<file path="config.mk">
export PLATFORM = sky130hd
export DESIGN_NAME = channel_control_status_and_byte_count
export DESIGN_NICKNAME = d
export VERILOG_FILES = /design/src/core/chan_pkg.sv /design/src/core/channel_control_status_and_byte_count.sv
export SDC_FILE = /design/constraint.sdc
export NUM_CORES = 1
export LEC_CHECK = 0
export ABC_AREA = 1
export BUFFER_PORTS_ARGS = -buffer_cell sky130_fd_sc_hd__buf_2
export CAP_MARGIN = 15
export CORE_MARGIN = 2
export CORE_UTILIZATION = 60
export CTS_BUF_LIST = sky130_fd_sc_hd__clkbuf_4 sky130_fd_sc_hd__clkbuf_8
export CTS_CLUSTER_DIAMETER = 50
export DETAILED_ROUTE_END_ITERATION = 8
export PLACE_DENSITY_LB_ADDON = 0.05
export SETUP_SLACK_MARGIN = 0.1
export SYNTH_ARGS = -nofsm -noshare
export SYNTH_HDL_FRONTEND = slang
export SYNTH_SLANG_ARGS = --single-unit
</file>
<file path="constraint.sdc">
create_clock -name ref_clk -period 3.7 [get_ports ref_clk]
set_input_delay 0.185 -clock ref_clk [delete_from_list [all_inputs] [get_ports ref_clk]]
set_output_delay 0.185 -clock ref_clk [all_outputs]
set_load 0.005 [all_outputs]
</file>
<file path="src/core/chan_pkg.sv">
// package: shared types and constants of the selector channel control block
package chan_pkg;

    // ************************************************************
    // control word bit positions (write and readback)
    // ************************************************************
    localparam int CTL_HW_XFER = 0;
    localparam int CTL_INPUT = 1;
    localparam int CTL_DIAG = 2;
    localparam int CTL_CHAIN = 3;
    localparam int STS_INTERLOCK = 4;
    localparam int STS_PARITY = 5;
    localparam int STS_EARLY = 6;
    localparam int CTL_PACK = 7;
    localparam int STS_RETRY = 8;
    localparam int STS_PACK_OPT = 15;

    // ************************************************************
    // widths, reset values and buffer shape
    // ************************************************************
    localparam int WORD_W = 16;
    localparam int BYTE_W = 8;
    localparam int FIFO_DEPTH = 8;
    localparam logic [15:0] COUNT_RESET = 16'h0000;
    localparam logic [15:0] COUNT_ALL_ONES = 16'hffff;
    localparam logic [15:0] COUNT_ONE = 16'h0001;
    localparam logic [7:0] BYTE_ZERO = 8'h00;
    localparam logic [15:0] WORD_ZERO = 16'h0000;

    // tag lines from adapters and control units
    typedef struct packed {
        logic retry_request_in;
        logic disconnect_in;
        logic data_in;
        logic request_in;
        logic select_in;
        logic operational_in;
        logic service_in;
        logic status_in;
        logic address_in;
    } tag_in_type;

    // tag-out lines as held in the tag-out register
    typedef struct packed {
        logic data_out;
        logic suppress_out;
        logic operational_out;
        logic service_out;
        logic command_out;
        logic address_out;
    } tag_out_type;

    // processor register access strobes
    typedef struct packed {
        logic write_pulse;
        logic read_pulse;
        logic select_line_one;
        logic select_line_two;
        logic select_line_three;
    } reg_access_type;

endpackage : chan_pkg

</file>
<file path="src/core/channel_control_status_and_byte_count.sv">
// selector channel control register, status flags, byte counter and input buffer
`timescale 1ns/1ps
`default_nettype none

// ************************************************************
// input buffer
// ************************************************************
module chan_fifo #(
    parameter int WIDTH = 16,
    parameter int DEPTH = 8
) (
    // clock and reset
    input wire logic ref_clk,
    input wire logic rst,
    // fill side
    input wire logic in_valid,
    output logic in_ready,
    input wire logic [WIDTH-1:0] in_data,
    // drain side
    output logic out_valid,
    input wire logic out_ready,
    output logic [WIDTH-1:0] out_data
);
    localparam int AW = $clog2(DEPTH);
    logic [WIDTH-1:0] mem_q [DEPTH];
    logic [AW:0] wr_q, wr_d, rd_q, rd_d;
    logic push, pop;

    always_comb begin
        in_ready = (wr_q - rd_q) != (AW+1)'(DEPTH);
        out_valid = wr_q != rd_q;
        out_data = mem_q[rd_q[AW-1:0]];
        push = in_valid && in_ready;
        pop = out_valid && out_ready;
        wr_d = push ? wr_q + 1'b1 : wr_q;
        rd_d = pop ? rd_q + 1'b1 : rd_q;
    end

    always_ff @(posedge ref_clk) begin
        wr_q <= rst ? '0 : wr_d;
        rd_q <= rst ? '0 : rd_d;
        if (push) begin
            mem_q[wr_q[AW-1:0]] <= in_data;
        end
    end
endmodule : chan_fifo

// Summary of operation
// hardware transfer bit enables byte handling, storage requests
// bypass flag merges ranks; cleared by transfer
// direction bit set selects input, clear output
// software sets direction before input transfer
// diagnostic loops output rank onto tag lines
// data chaining keeps transfer bit across exit
// packing bit selects two-byte storage transfers
// select two high, three low reads status
// readback layout: control, errors, retry, option bit
// conflicting inbound tags set interlock error
// command-out with service/data-out sets interlock
// channel clear resets flags, transfer and chain bits
// parity flag clocked per byte, not adapters
// disconnect, command-out, service-out, clear drop parity
// stop after count exhaustion sets early flag
// early flag and count report termination kind
// sixteen-bit up counter loads complement on write
// software writes byte count minus one
// counter increments on service/data-out trailing edge
// carry clears direction, packing; raises command-out
// select two and three high read counter
// select three alone reads eight tag lines
// inbound tags synchronised before use
module channel_control_status_and_byte_count (
    // clock and reset
    input wire logic ref_clk,
    input wire logic rst,
    // processor register access
    input wire chan_pkg::reg_access_type reg_access,
    input wire logic [15:0] proc_output_lines,
    output logic [15:0] proc_input_lines,
    input wire logic io_exit_pulse,
    // tag lines
    input wire chan_pkg::tag_in_type tag_in,
    input wire chan_pkg::tag_out_type tag_out_reg,
    output logic command_out_drive,
    output logic service_out_drive,
    output logic data_out_drive,
    output logic [7:0] tag_in_loopback,
    output logic tag_in_loopback_en,
    // bus in and bus out data
    input wire logic [7:0] bus_in_data,
    input wire logic bus_in_parity,
    input wire logic adapter_selected,
    input wire logic disconnect_seq_pulse,
    input wire logic rank_gate_pulse,
    output logic [7:0] bus_out_data,
    output logic bus_out_parity,
    // storage side
    output logic storage_rd_valid,
    input wire logic storage_rd_ready,
    output logic [15:0] storage_rd_data,
    input wire logic storage_wr_valid,
    output logic storage_wr_ready,
    input wire logic [15:0] storage_wr_data,
    // option strap
    input wire logic packing_option_present
);
    import chan_pkg::*;

    // ************************************************************
    // state
    // ************************************************************
    logic hw_transfer_ctl_q, hw_transfer_ctl_d, rank_bypass_flag_q, rank_bypass_flag_d;
    logic input_dir_q, input_dir_d, diag_q, diag_d, chain_q, chain_d;
    logic packing_mode_bit_q, packing_mode_bit_d, resp_q, resp_d;
    logic interlock_err_q, interlock_err_d, parity_err_q, parity_err_d;
    logic early_stop_flag_q, early_stop_flag_d, cmd_stop_q, cmd_stop_d;
    logic [15:0] transfer_byte_counter_q, transfer_byte_counter_d;
    logic [15:0] proc_input_lines_q, proc_input_lines_d, output_data_reg_q, output_data_reg_d;
    logic [7:0] input_rank_one_q, input_rank_one_d, even_byte_q, even_byte_d;
    logic [7:0] output_rank_two_q, output_rank_two_d;
    logic odd_byte_q, odd_byte_d, rank_full_q, rank_full_d, out_full_q, out_full_d;
    logic out_odd_q, out_odd_d, svc_dat_prev_q, tor_stop_srv_q;
    tag_in_type sync1_q, sync2_q, sync3_q;
    logic channel_clear, diag_loop, eff_cmd, eff_srv, eff_dat, svc_dat;
    logic in_rise, in_fall, out_trail, carry, counter_load_pulse, ctl_write;
    logic byte_strobe, fifo_in_valid, fifo_in_ready;
    logic [15:0] fifo_in_data, status_word;
    logic [7:0] rank_one_src;
    logic two_inbound;

    // ************************************************************
    // tag synchronisers
    // ************************************************************
    // tag synchronisation
    always_ff @(posedge ref_clk) begin
        if (rst) begin
            {sync1_q, sync2_q, sync3_q, svc_dat_prev_q, tor_stop_srv_q} <= '0;
        end else begin
            {sync1_q, sync2_q, sync3_q} <= {tag_in, sync1_q, sync2_q};
            svc_dat_prev_q <= svc_dat;
            tor_stop_srv_q <= tag_out_reg.command_out || tag_out_reg.service_out;
        end
    end

    // ************************************************************
    // decode and combinational terms
    // ************************************************************
    always_comb begin
        // channel clear
        channel_clear = !tag_out_reg.operational_out && !diag_q;
        // diagnostic loopback
        diag_loop = diag_q && !tag_out_reg.operational_out && !tag_out_reg.suppress_out;
        eff_cmd = tag_out_reg.command_out || cmd_stop_q;
        eff_srv = tag_out_reg.service_out || (resp_q && sync2_q.service_in);
        eff_dat = tag_out_reg.data_out || (resp_q && sync2_q.data_in && !sync2_q.service_in);
        svc_dat = eff_srv || eff_dat;
        in_rise = (sync2_q.service_in && !sync3_q.service_in)
            || (sync2_q.data_in && !sync3_q.data_in);
        in_fall = !(sync2_q.service_in || sync2_q.data_in);
        out_trail = svc_dat_prev_q && !svc_dat;
        // counter load strobe
        counter_load_pulse = reg_access.write_pulse && reg_access.select_line_one;
        ctl_write = reg_access.write_pulse && reg_access.select_line_two
            && !reg_access.select_line_three;
        // carry out of the top bit
        carry = hw_transfer_ctl_q && out_trail
            && transfer_byte_counter_q == COUNT_ALL_ONES;
        two_inbound = (32'(sync2_q.address_in) + 32'(sync2_q.status_in)
            + 32'(sync2_q.service_in || sync2_q.data_in)) >= 32'd2;
        rank_one_src = diag_loop ? output_rank_two_q : bus_in_data;
        // input gating only when direction is input
        byte_strobe = hw_transfer_ctl_q && input_dir_q && in_rise && !cmd_stop_q
            && !rank_full_q;
        // readback layout
        status_word = WORD_ZERO;
        status_word[CTL_HW_XFER] = hw_transfer_ctl_q;
        status_word[CTL_INPUT] = input_dir_q;
        status_word[CTL_DIAG] = diag_q;
        status_word[CTL_CHAIN] = chain_q;
        status_word[STS_INTERLOCK] = interlock_err_q;
        status_word[STS_PARITY] = parity_err_q;
        // early flag with the count tells who stopped
        status_word[STS_EARLY] = early_stop_flag_q;
        status_word[CTL_PACK] = packing_mode_bit_q;
        status_word[STS_RETRY] = sync2_q.retry_request_in;
        status_word[STS_PACK_OPT] = packing_option_present;
    end

    always_comb begin
        {hw_transfer_ctl_d, rank_bypass_flag_d, input_dir_d, diag_d, chain_d} =
            {hw_transfer_ctl_q, rank_bypass_flag_q, input_dir_q, diag_q, chain_q};
        {packing_mode_bit_d, interlock_err_d, parity_err_d, early_stop_flag_d, cmd_stop_d} =
            {packing_mode_bit_q, interlock_err_q, parity_err_q, early_stop_flag_q, cmd_stop_q};
        if (ctl_write) begin
            hw_transfer_ctl_d = proc_output_lines[CTL_HW_XFER];
            // bypass cleared when transfer bit written set
            rank_bypass_flag_d = !proc_output_lines[CTL_HW_XFER];
            input_dir_d = proc_output_lines[CTL_INPUT];
            diag_d = proc_output_lines[CTL_DIAG];
            chain_d = proc_output_lines[CTL_CHAIN];
            packing_mode_bit_d = proc_output_lines[CTL_PACK] && packing_option_present;
        end
        // chaining holds the transfer bit
        if (io_exit_pulse && !chain_q) begin
            hw_transfer_ctl_d = 1'b0;
        end
        // carry ends the direction and packing, stops device
        if (carry) begin
            input_dir_d = 1'b0;
            packing_mode_bit_d = 1'b0;
            cmd_stop_d = 1'b1;
        end else if (counter_load_pulse) begin
            cmd_stop_d = 1'b0;
        end
        // preclear as stop or service-out goes active; a byte check below wins
        if (disconnect_seq_pulse || (cmd_stop_d && !cmd_stop_q) || (resp_d && !resp_q)
            || ((tag_out_reg.command_out || tag_out_reg.service_out) && !tor_stop_srv_q)) begin
            parity_err_d = 1'b0;
        end
        // parity clocked per byte, adapters excluded
        if (byte_strobe && !adapter_selected && !diag_loop) begin
            parity_err_d = !(^{bus_in_data, bus_in_parity});
        end
        // inbound tag conflict
        if ((sync2_q.operational_in && sync2_q.select_in) || two_inbound) begin
            interlock_err_d = 1'b1;
        end
        // command-out with service/data-out
        if (eff_cmd && (eff_srv || eff_dat)) begin
            interlock_err_d = 1'b1;
        end
        // stop answered to a service/data request
        if (cmd_stop_q && (sync2_q.service_in || sync2_q.data_in)) begin
            early_stop_flag_d = 1'b1;
        end
        // channel clear resets flags
        if (channel_clear) begin
            hw_transfer_ctl_d = 1'b0;
            rank_bypass_flag_d = 1'b0;
            chain_d = 1'b0;
            interlock_err_d = 1'b0;
            parity_err_d = 1'b0;
            early_stop_flag_d = 1'b0;
            cmd_stop_d = 1'b0;
        end
    end

    always_comb begin
        transfer_byte_counter_d = transfer_byte_counter_q;
        // complement load (R18 count minus one)
        if (counter_load_pulse) begin
            transfer_byte_counter_d = ~proc_output_lines;
        // count on trailing edge
        end else if (hw_transfer_ctl_q && out_trail) begin
            transfer_byte_counter_d = transfer_byte_counter_q + COUNT_ONE;
        end
        proc_input_lines_d = proc_input_lines_q;
        if (reg_access.read_pulse) begin
            unique case ({reg_access.select_line_two, reg_access.select_line_three})
                // status readback
                2'b10: proc_input_lines_d = status_word;
                // counter readback
                2'b11: proc_input_lines_d = transfer_byte_counter_q;
                // eight tag lines
                2'b01: proc_input_lines_d = {BYTE_ZERO, sync2_q[7:0]};
                2'b00: proc_input_lines_d = storage_rd_data;
            endcase
        end
        // answer the adapter after the byte is handled
        resp_d = resp_q;
        if (in_fall || !hw_transfer_ctl_q) begin
            resp_d = 1'b0;
        end else if (in_rise && !cmd_stop_q
            && (input_dir_q ? !rank_full_q : out_full_q)) begin
            resp_d = 1'b1;
        end
        input_rank_one_d = byte_strobe ? rank_one_src : input_rank_one_q;
        // bypass moves rank one straight on, else explicit gate
        fifo_in_valid = rank_full_q && (rank_bypass_flag_q || rank_gate_pulse)
            && !(packing_mode_bit_q && !odd_byte_q);
        // assemble two bytes in packing mode
        fifo_in_data = packing_mode_bit_q ? {input_rank_one_q, even_byte_q}
            : {BYTE_ZERO, input_rank_one_q};
        rank_full_d = byte_strobe || (rank_full_q && !(fifo_in_valid && fifo_in_ready));
        {even_byte_d, odd_byte_d} = {even_byte_q, odd_byte_q};
        if (rank_full_q && packing_mode_bit_q && !odd_byte_q) begin
            even_byte_d = input_rank_one_q;
            odd_byte_d = 1'b1;
            rank_full_d = byte_strobe;
        end else if (fifo_in_valid && fifo_in_ready) begin
            odd_byte_d = 1'b0;
        end
        // output side: one word from storage, split when packing
        storage_wr_ready = !out_full_q && !input_dir_q && hw_transfer_ctl_q;
        {output_data_reg_d, output_rank_two_d} = {output_data_reg_q, output_rank_two_q};
        {out_full_d, out_odd_d} = {out_full_q, out_odd_q};
        if (storage_wr_valid && storage_wr_ready) begin
            output_data_reg_d = storage_wr_data;
            output_rank_two_d = storage_wr_data[7:0];
            out_full_d = 1'b1;
            out_odd_d = packing_mode_bit_q;
        end else if (out_trail && out_full_q && !input_dir_q) begin
            // second byte of a packed word
            if (out_odd_q) begin
                output_rank_two_d = output_data_reg_q[15:8];
                out_odd_d = 1'b0;
            end else begin
                out_full_d = 1'b0;
            end
        end
        if (channel_clear) begin
            out_full_d = 1'b0;
            rank_full_d = 1'b0;
            odd_byte_d = 1'b0;
        end
    end

    always_ff @(posedge ref_clk) begin
        if (rst) begin
            {hw_transfer_ctl_q, rank_bypass_flag_q, input_dir_q, diag_q, chain_q,
                packing_mode_bit_q, interlock_err_q, parity_err_q, early_stop_flag_q,
                cmd_stop_q, resp_q, odd_byte_q, rank_full_q, out_full_q, out_odd_q} <= '0;
            {transfer_byte_counter_q, proc_input_lines_q, output_data_reg_q} <=
                {COUNT_RESET, WORD_ZERO, WORD_ZERO};
            {input_rank_one_q, even_byte_q, output_rank_two_q} <= {3{BYTE_ZERO}};
        end else begin
            {hw_transfer_ctl_q, rank_bypass_flag_q, input_dir_q, diag_q, chain_q,
                packing_mode_bit_q, interlock_err_q, parity_err_q, early_stop_flag_q,
                cmd_stop_q, resp_q, odd_byte_q, rank_full_q, out_full_q, out_odd_q} <=
                {hw_transfer_ctl_d, rank_bypass_flag_d, input_dir_d, diag_d, chain_d,
                packing_mode_bit_d, interlock_err_d, parity_err_d, early_stop_flag_d,
                cmd_stop_d, resp_d, odd_byte_d, rank_full_d, out_full_d, out_odd_d};
            {transfer_byte_counter_q, proc_input_lines_q, output_data_reg_q} <=
                {transfer_byte_counter_d, proc_input_lines_d, output_data_reg_d};
            {input_rank_one_q, even_byte_q, output_rank_two_q} <=
                {input_rank_one_d, even_byte_d, output_rank_two_d};
        end
    end

    // storage requests through the buffer
    chan_fifo #(
        .WIDTH(WORD_W),
        .DEPTH(FIFO_DEPTH)
    ) u_fifo (
        .ref_clk(ref_clk),
        .rst(rst || channel_clear),
        .in_valid(fifo_in_valid),
        .in_ready(fifo_in_ready),
        .in_data(fifo_in_data),
        .out_valid(storage_rd_valid),
        .out_ready(storage_rd_ready),
        .out_data(storage_rd_data)
    );

    always_comb begin
        proc_input_lines = proc_input_lines_q;
        command_out_drive = cmd_stop_q;
        service_out_drive = resp_q && sync2_q.service_in;
        data_out_drive = resp_q && sync2_q.data_in && !sync2_q.service_in;
        // loopback onto tag lines and rank one
        tag_in_loopback = output_rank_two_q;
        tag_in_loopback_en = diag_loop;
        bus_out_data = output_rank_two_q;
        // odd parity generated for outbound bytes
        bus_out_parity = !(^output_rank_two_q);
    end
endmodule : channel_control_status_and_byte_count

`default_nettype wire

</file>
==> flow_metrics.env <==
export IMPL_status="finished, final reports clean"
export IMPL_worst_pin_slew_ns=1.074
export IMPL_ys_seq_area_share_pct=57.10
export IMPL_fin_crit_ns=2.627
export IMPL_antenna_found_initial=0
export IMPL_ys_flop_type="edfxtp_1"
export IMPL_hold_buffers=53
export IMPL_synth_avg_cell_area_um2=8.610
export IMPL_yosysMostFrequentCell="nand2_1"
export IMPL_cts_sinks=240
export IMPL_vias=8854
export IMPL_rows=48
export IMPL_antenna_cells=0
export IMPL_power_total_mw=5.474
export IMPL_dp_cells=1538
export IMPL_required_ns=3.51
export IMPL_die_height_um=137.3
export IMPL_totalWireLength_um=26210
export IMPL_synth_cell_types=42
export IMPL_ios=125
export IMPL_slew_violations=0
export IMPL_async_flop_share_pct=0
export IMPL_synthTopCellsByCount="225 x nand2_1, 201 x nor2_1, 131 x o21ai_0"
export IMPL_slowest_stage="dfxtp_1"
export IMPL_cpPeakStageDelay_ns=0.62
export IMPL_hold_path_class="in2reg"
export IMPL_r2r_end="u_fifo.mem_q[1][15]"
export IMPL_syn_inst=1238
export IMPL_coreArea_um2=17360
export IMPL_cts_tree="built"
export IMPL_cts_max_path_buffers=3
export IMPL_ys_ff_latch=240
export IMPL_wl_per_cell_um=15.76
export IMPL_remaining_drc_errors=0
export IMPL_relSlewSlack_pct=27.64
export IMPL_yosys_warnings=0
export IMPL_final_setup_skew_ns=0.01232
export IMPL_dp_hpwl_um=16570
export IMPL_gp_congestion=0.9249
export IMPL_placed_area_um2=11340
export IMPL_rrSetupSlack_ns=1.37
export IMPL_m1WireLength_um=11180
export IMPL_numCtsBuffers=39
export IMPL_fin_area_um2=12720
export IMPL_rsz0062_at_grt="no"
export IMPL_clkLatencyLatePin_ns=0.54
export IMPL_synth_area_leaders="edfxtp_1 36%, dfxtp_1 21%, nand2_1 7.9%"
export IMPL_r2r_start="u_fifo.rd_q[1]"
export IMPL_cts_setup_buffers=0
export IMPL_utilization_pct=73.30
export IMPL_arrival_ns=2.44
export IMPL_portBuffers=123
export IMPL_path_class="reg2out"
export IMPL_max_freq_ghz=0.3807
export IMPL_synth_area_um2=10660
export IMPL_met3_length_um=1930
export IMPL_routed_wl_met2_um=12390
export IMPL_synth_top_cell_by_area="edfxtp_1"
export IMPL_drtIter0Drc=679
export IMPL_finalSetupViolCount=0
export IMPL_dieArea_um2=18850
export IMPL_ant_nets=0
export IMPL_reg2reg_depth=14
export IMPL_start_kind="register"
export IMPL_synth_top_cell_area_share_pct=36.06
export IMPL_grt_usage_pct=28.07
export IMPL_drt_pass1_iter_count=5
export IMPL_hold_viol_final=0
export IMPL_drive_gt1_share_pct=15.65
export IMPL_irDropWorstVdd_v=0.0003298
export IMPL_via_per_inst=5.324
export IMPL_p_leak_nw=5.545
export IMPL_htree_levels=2
export IMPL_final_cells=1663
export IMPL_path_clk_slew_ns=0.06
export IMPL_nNetsFinal=1485
export IMPL_crit_fanout=24
export IMPL_synth_enable_flop_cells=128
export IMPL_clockRootBuffer="clkbuf_8"
export IMPL_crit_path_end_kind="output pin"
export IMPL_p_per_area_nw_per_um2=430.2
export IMPL_drv_max_cap_violation_count=0
export IMPL_area_growth_pct=19.36
export IMPL_crit_end="storage_rd_data[8]"
export IMPL_grt_max_degree=65
export IMPL_synth_nets=1315
export IMPL_grt_pass1_wl_um=40690
export IMPL_cts_resized=0
export IMPL_grt_overflow=0
export IMPL_initial_core_util_pct=61.41
export IMPL_first_global_vias=8011
export IMPL_tns_ns=0
export IMPL_routed_top_layer="met4"
export IMPL_die_w_um=137.3
export IMPL_fin_crit_sh_pct=71.00
export IMPL_crit_chain="inv_1 -> o211ai_1 -> o21a_1 -> buf_2"
## stage by stage
step           setup slack, ns  hold slack (ns)
6_report                 1.073          0.01546
3_5_place_dp             1.379           0.3921
5_1_grt                 0.8710          0.03297
2_1_floorplan           0.8698           0.2920
4_1_cts                  1.037         0.001453
3_3_place_gp             1.398           0.3825
## cell families (layout without fill, tap and decap cells)
logic type / after synthesis / count (layout) / share of synthesized area (%)
simple gates: 516 / 516 / 19.97
xor+xnor: 18 / 18 / 1.479
compound gates: 259 / 259 / 12.87
fa+ha+maj: 7 / 7 / 0.8217
buf+inv: 198 / 398 / 7.771
flops: 240 / 240 / 57.10
## where the power goes
part           internal [mW]  switching [mW]  total [mW]
clock network           1.34            1.03        2.37
registers               2.81          0.0247        2.83
logic                  0.118           0.150       0.268
total                   4.27            1.21        5.47
## worst max-delay path, delay by kind of cell, from the launching register on
kind / cells / cell delay (ns)
DFF: 1 / 0.62
buffers and inverters: 2 / 0.71
AOI/OAI and AO/OA: 2 / 0.56
## layout make-up
class,count,area (um^2)
clock buffers,59,730.7
clock inverters,12,88.84
fillers,1332,4634
inverters,138,520.5
multi-input cells,800,3750
flip-flops and latches,240,6087
well taps,225,281.5
repair buffers,189,1264
## sequential cells by signal, summed over array words and instances, names as in the netlist, 2 cells and up, named ones only
name and cells:
input_rank_one_q 8, sync1_q 9, sync3_q 2, u_fifo.rd_q 4
proc_input_lines 16, even_byte_q 8, u_fifo.mem_q 128, output_data_reg_q 8
sync2_q 8, transfer_byte_counter_q 16, u_fifo.wr_q 4, bus_out_data 8
## cells in the final DEF (no fill, tap or decap), drive strengths merged, types with 53 or more instances in the layout
cell type,instances
a21oi,81
buf,136
clkbuf,59
dfxtp,112
dlygate4sd3,53
edfxtp,128
inv,135
nand2,229
nor2,206
o21ai,146
## layer usage
| metal | global-route usage (%) | vias to the layer above |
|---|---|---|
| li1 | - | 4407 |
| met1 | 37.58 | 4055 |
| met2 | 45.52 | 335 |
| met3 | 6.107 | 57 |
| met4 | 9.565 | 0 |
| met5 | 0 | - |
## worst min path at each step
stage | slack, ns | cells past startpoint | end | from
global placement | 0.38 | 3 | sync1_q[5] | tag_in[5]
global route | 0.03 | 5 | bus_out_data[5] | storage_wr_data[5]
floorplan | 0.29 | 2 | sync1_q[0] | tag_in[0]
CTS | 0.001 | 5 | bus_out_data[3] | storage_wr_data[3]
detailed placement | 0.39 | 3 | sync1_q[2] | tag_in[2]
finish | 0.02 | 5 | bus_out_data[3] | storage_wr_data[3]
(Power assumes the default switching activity.)
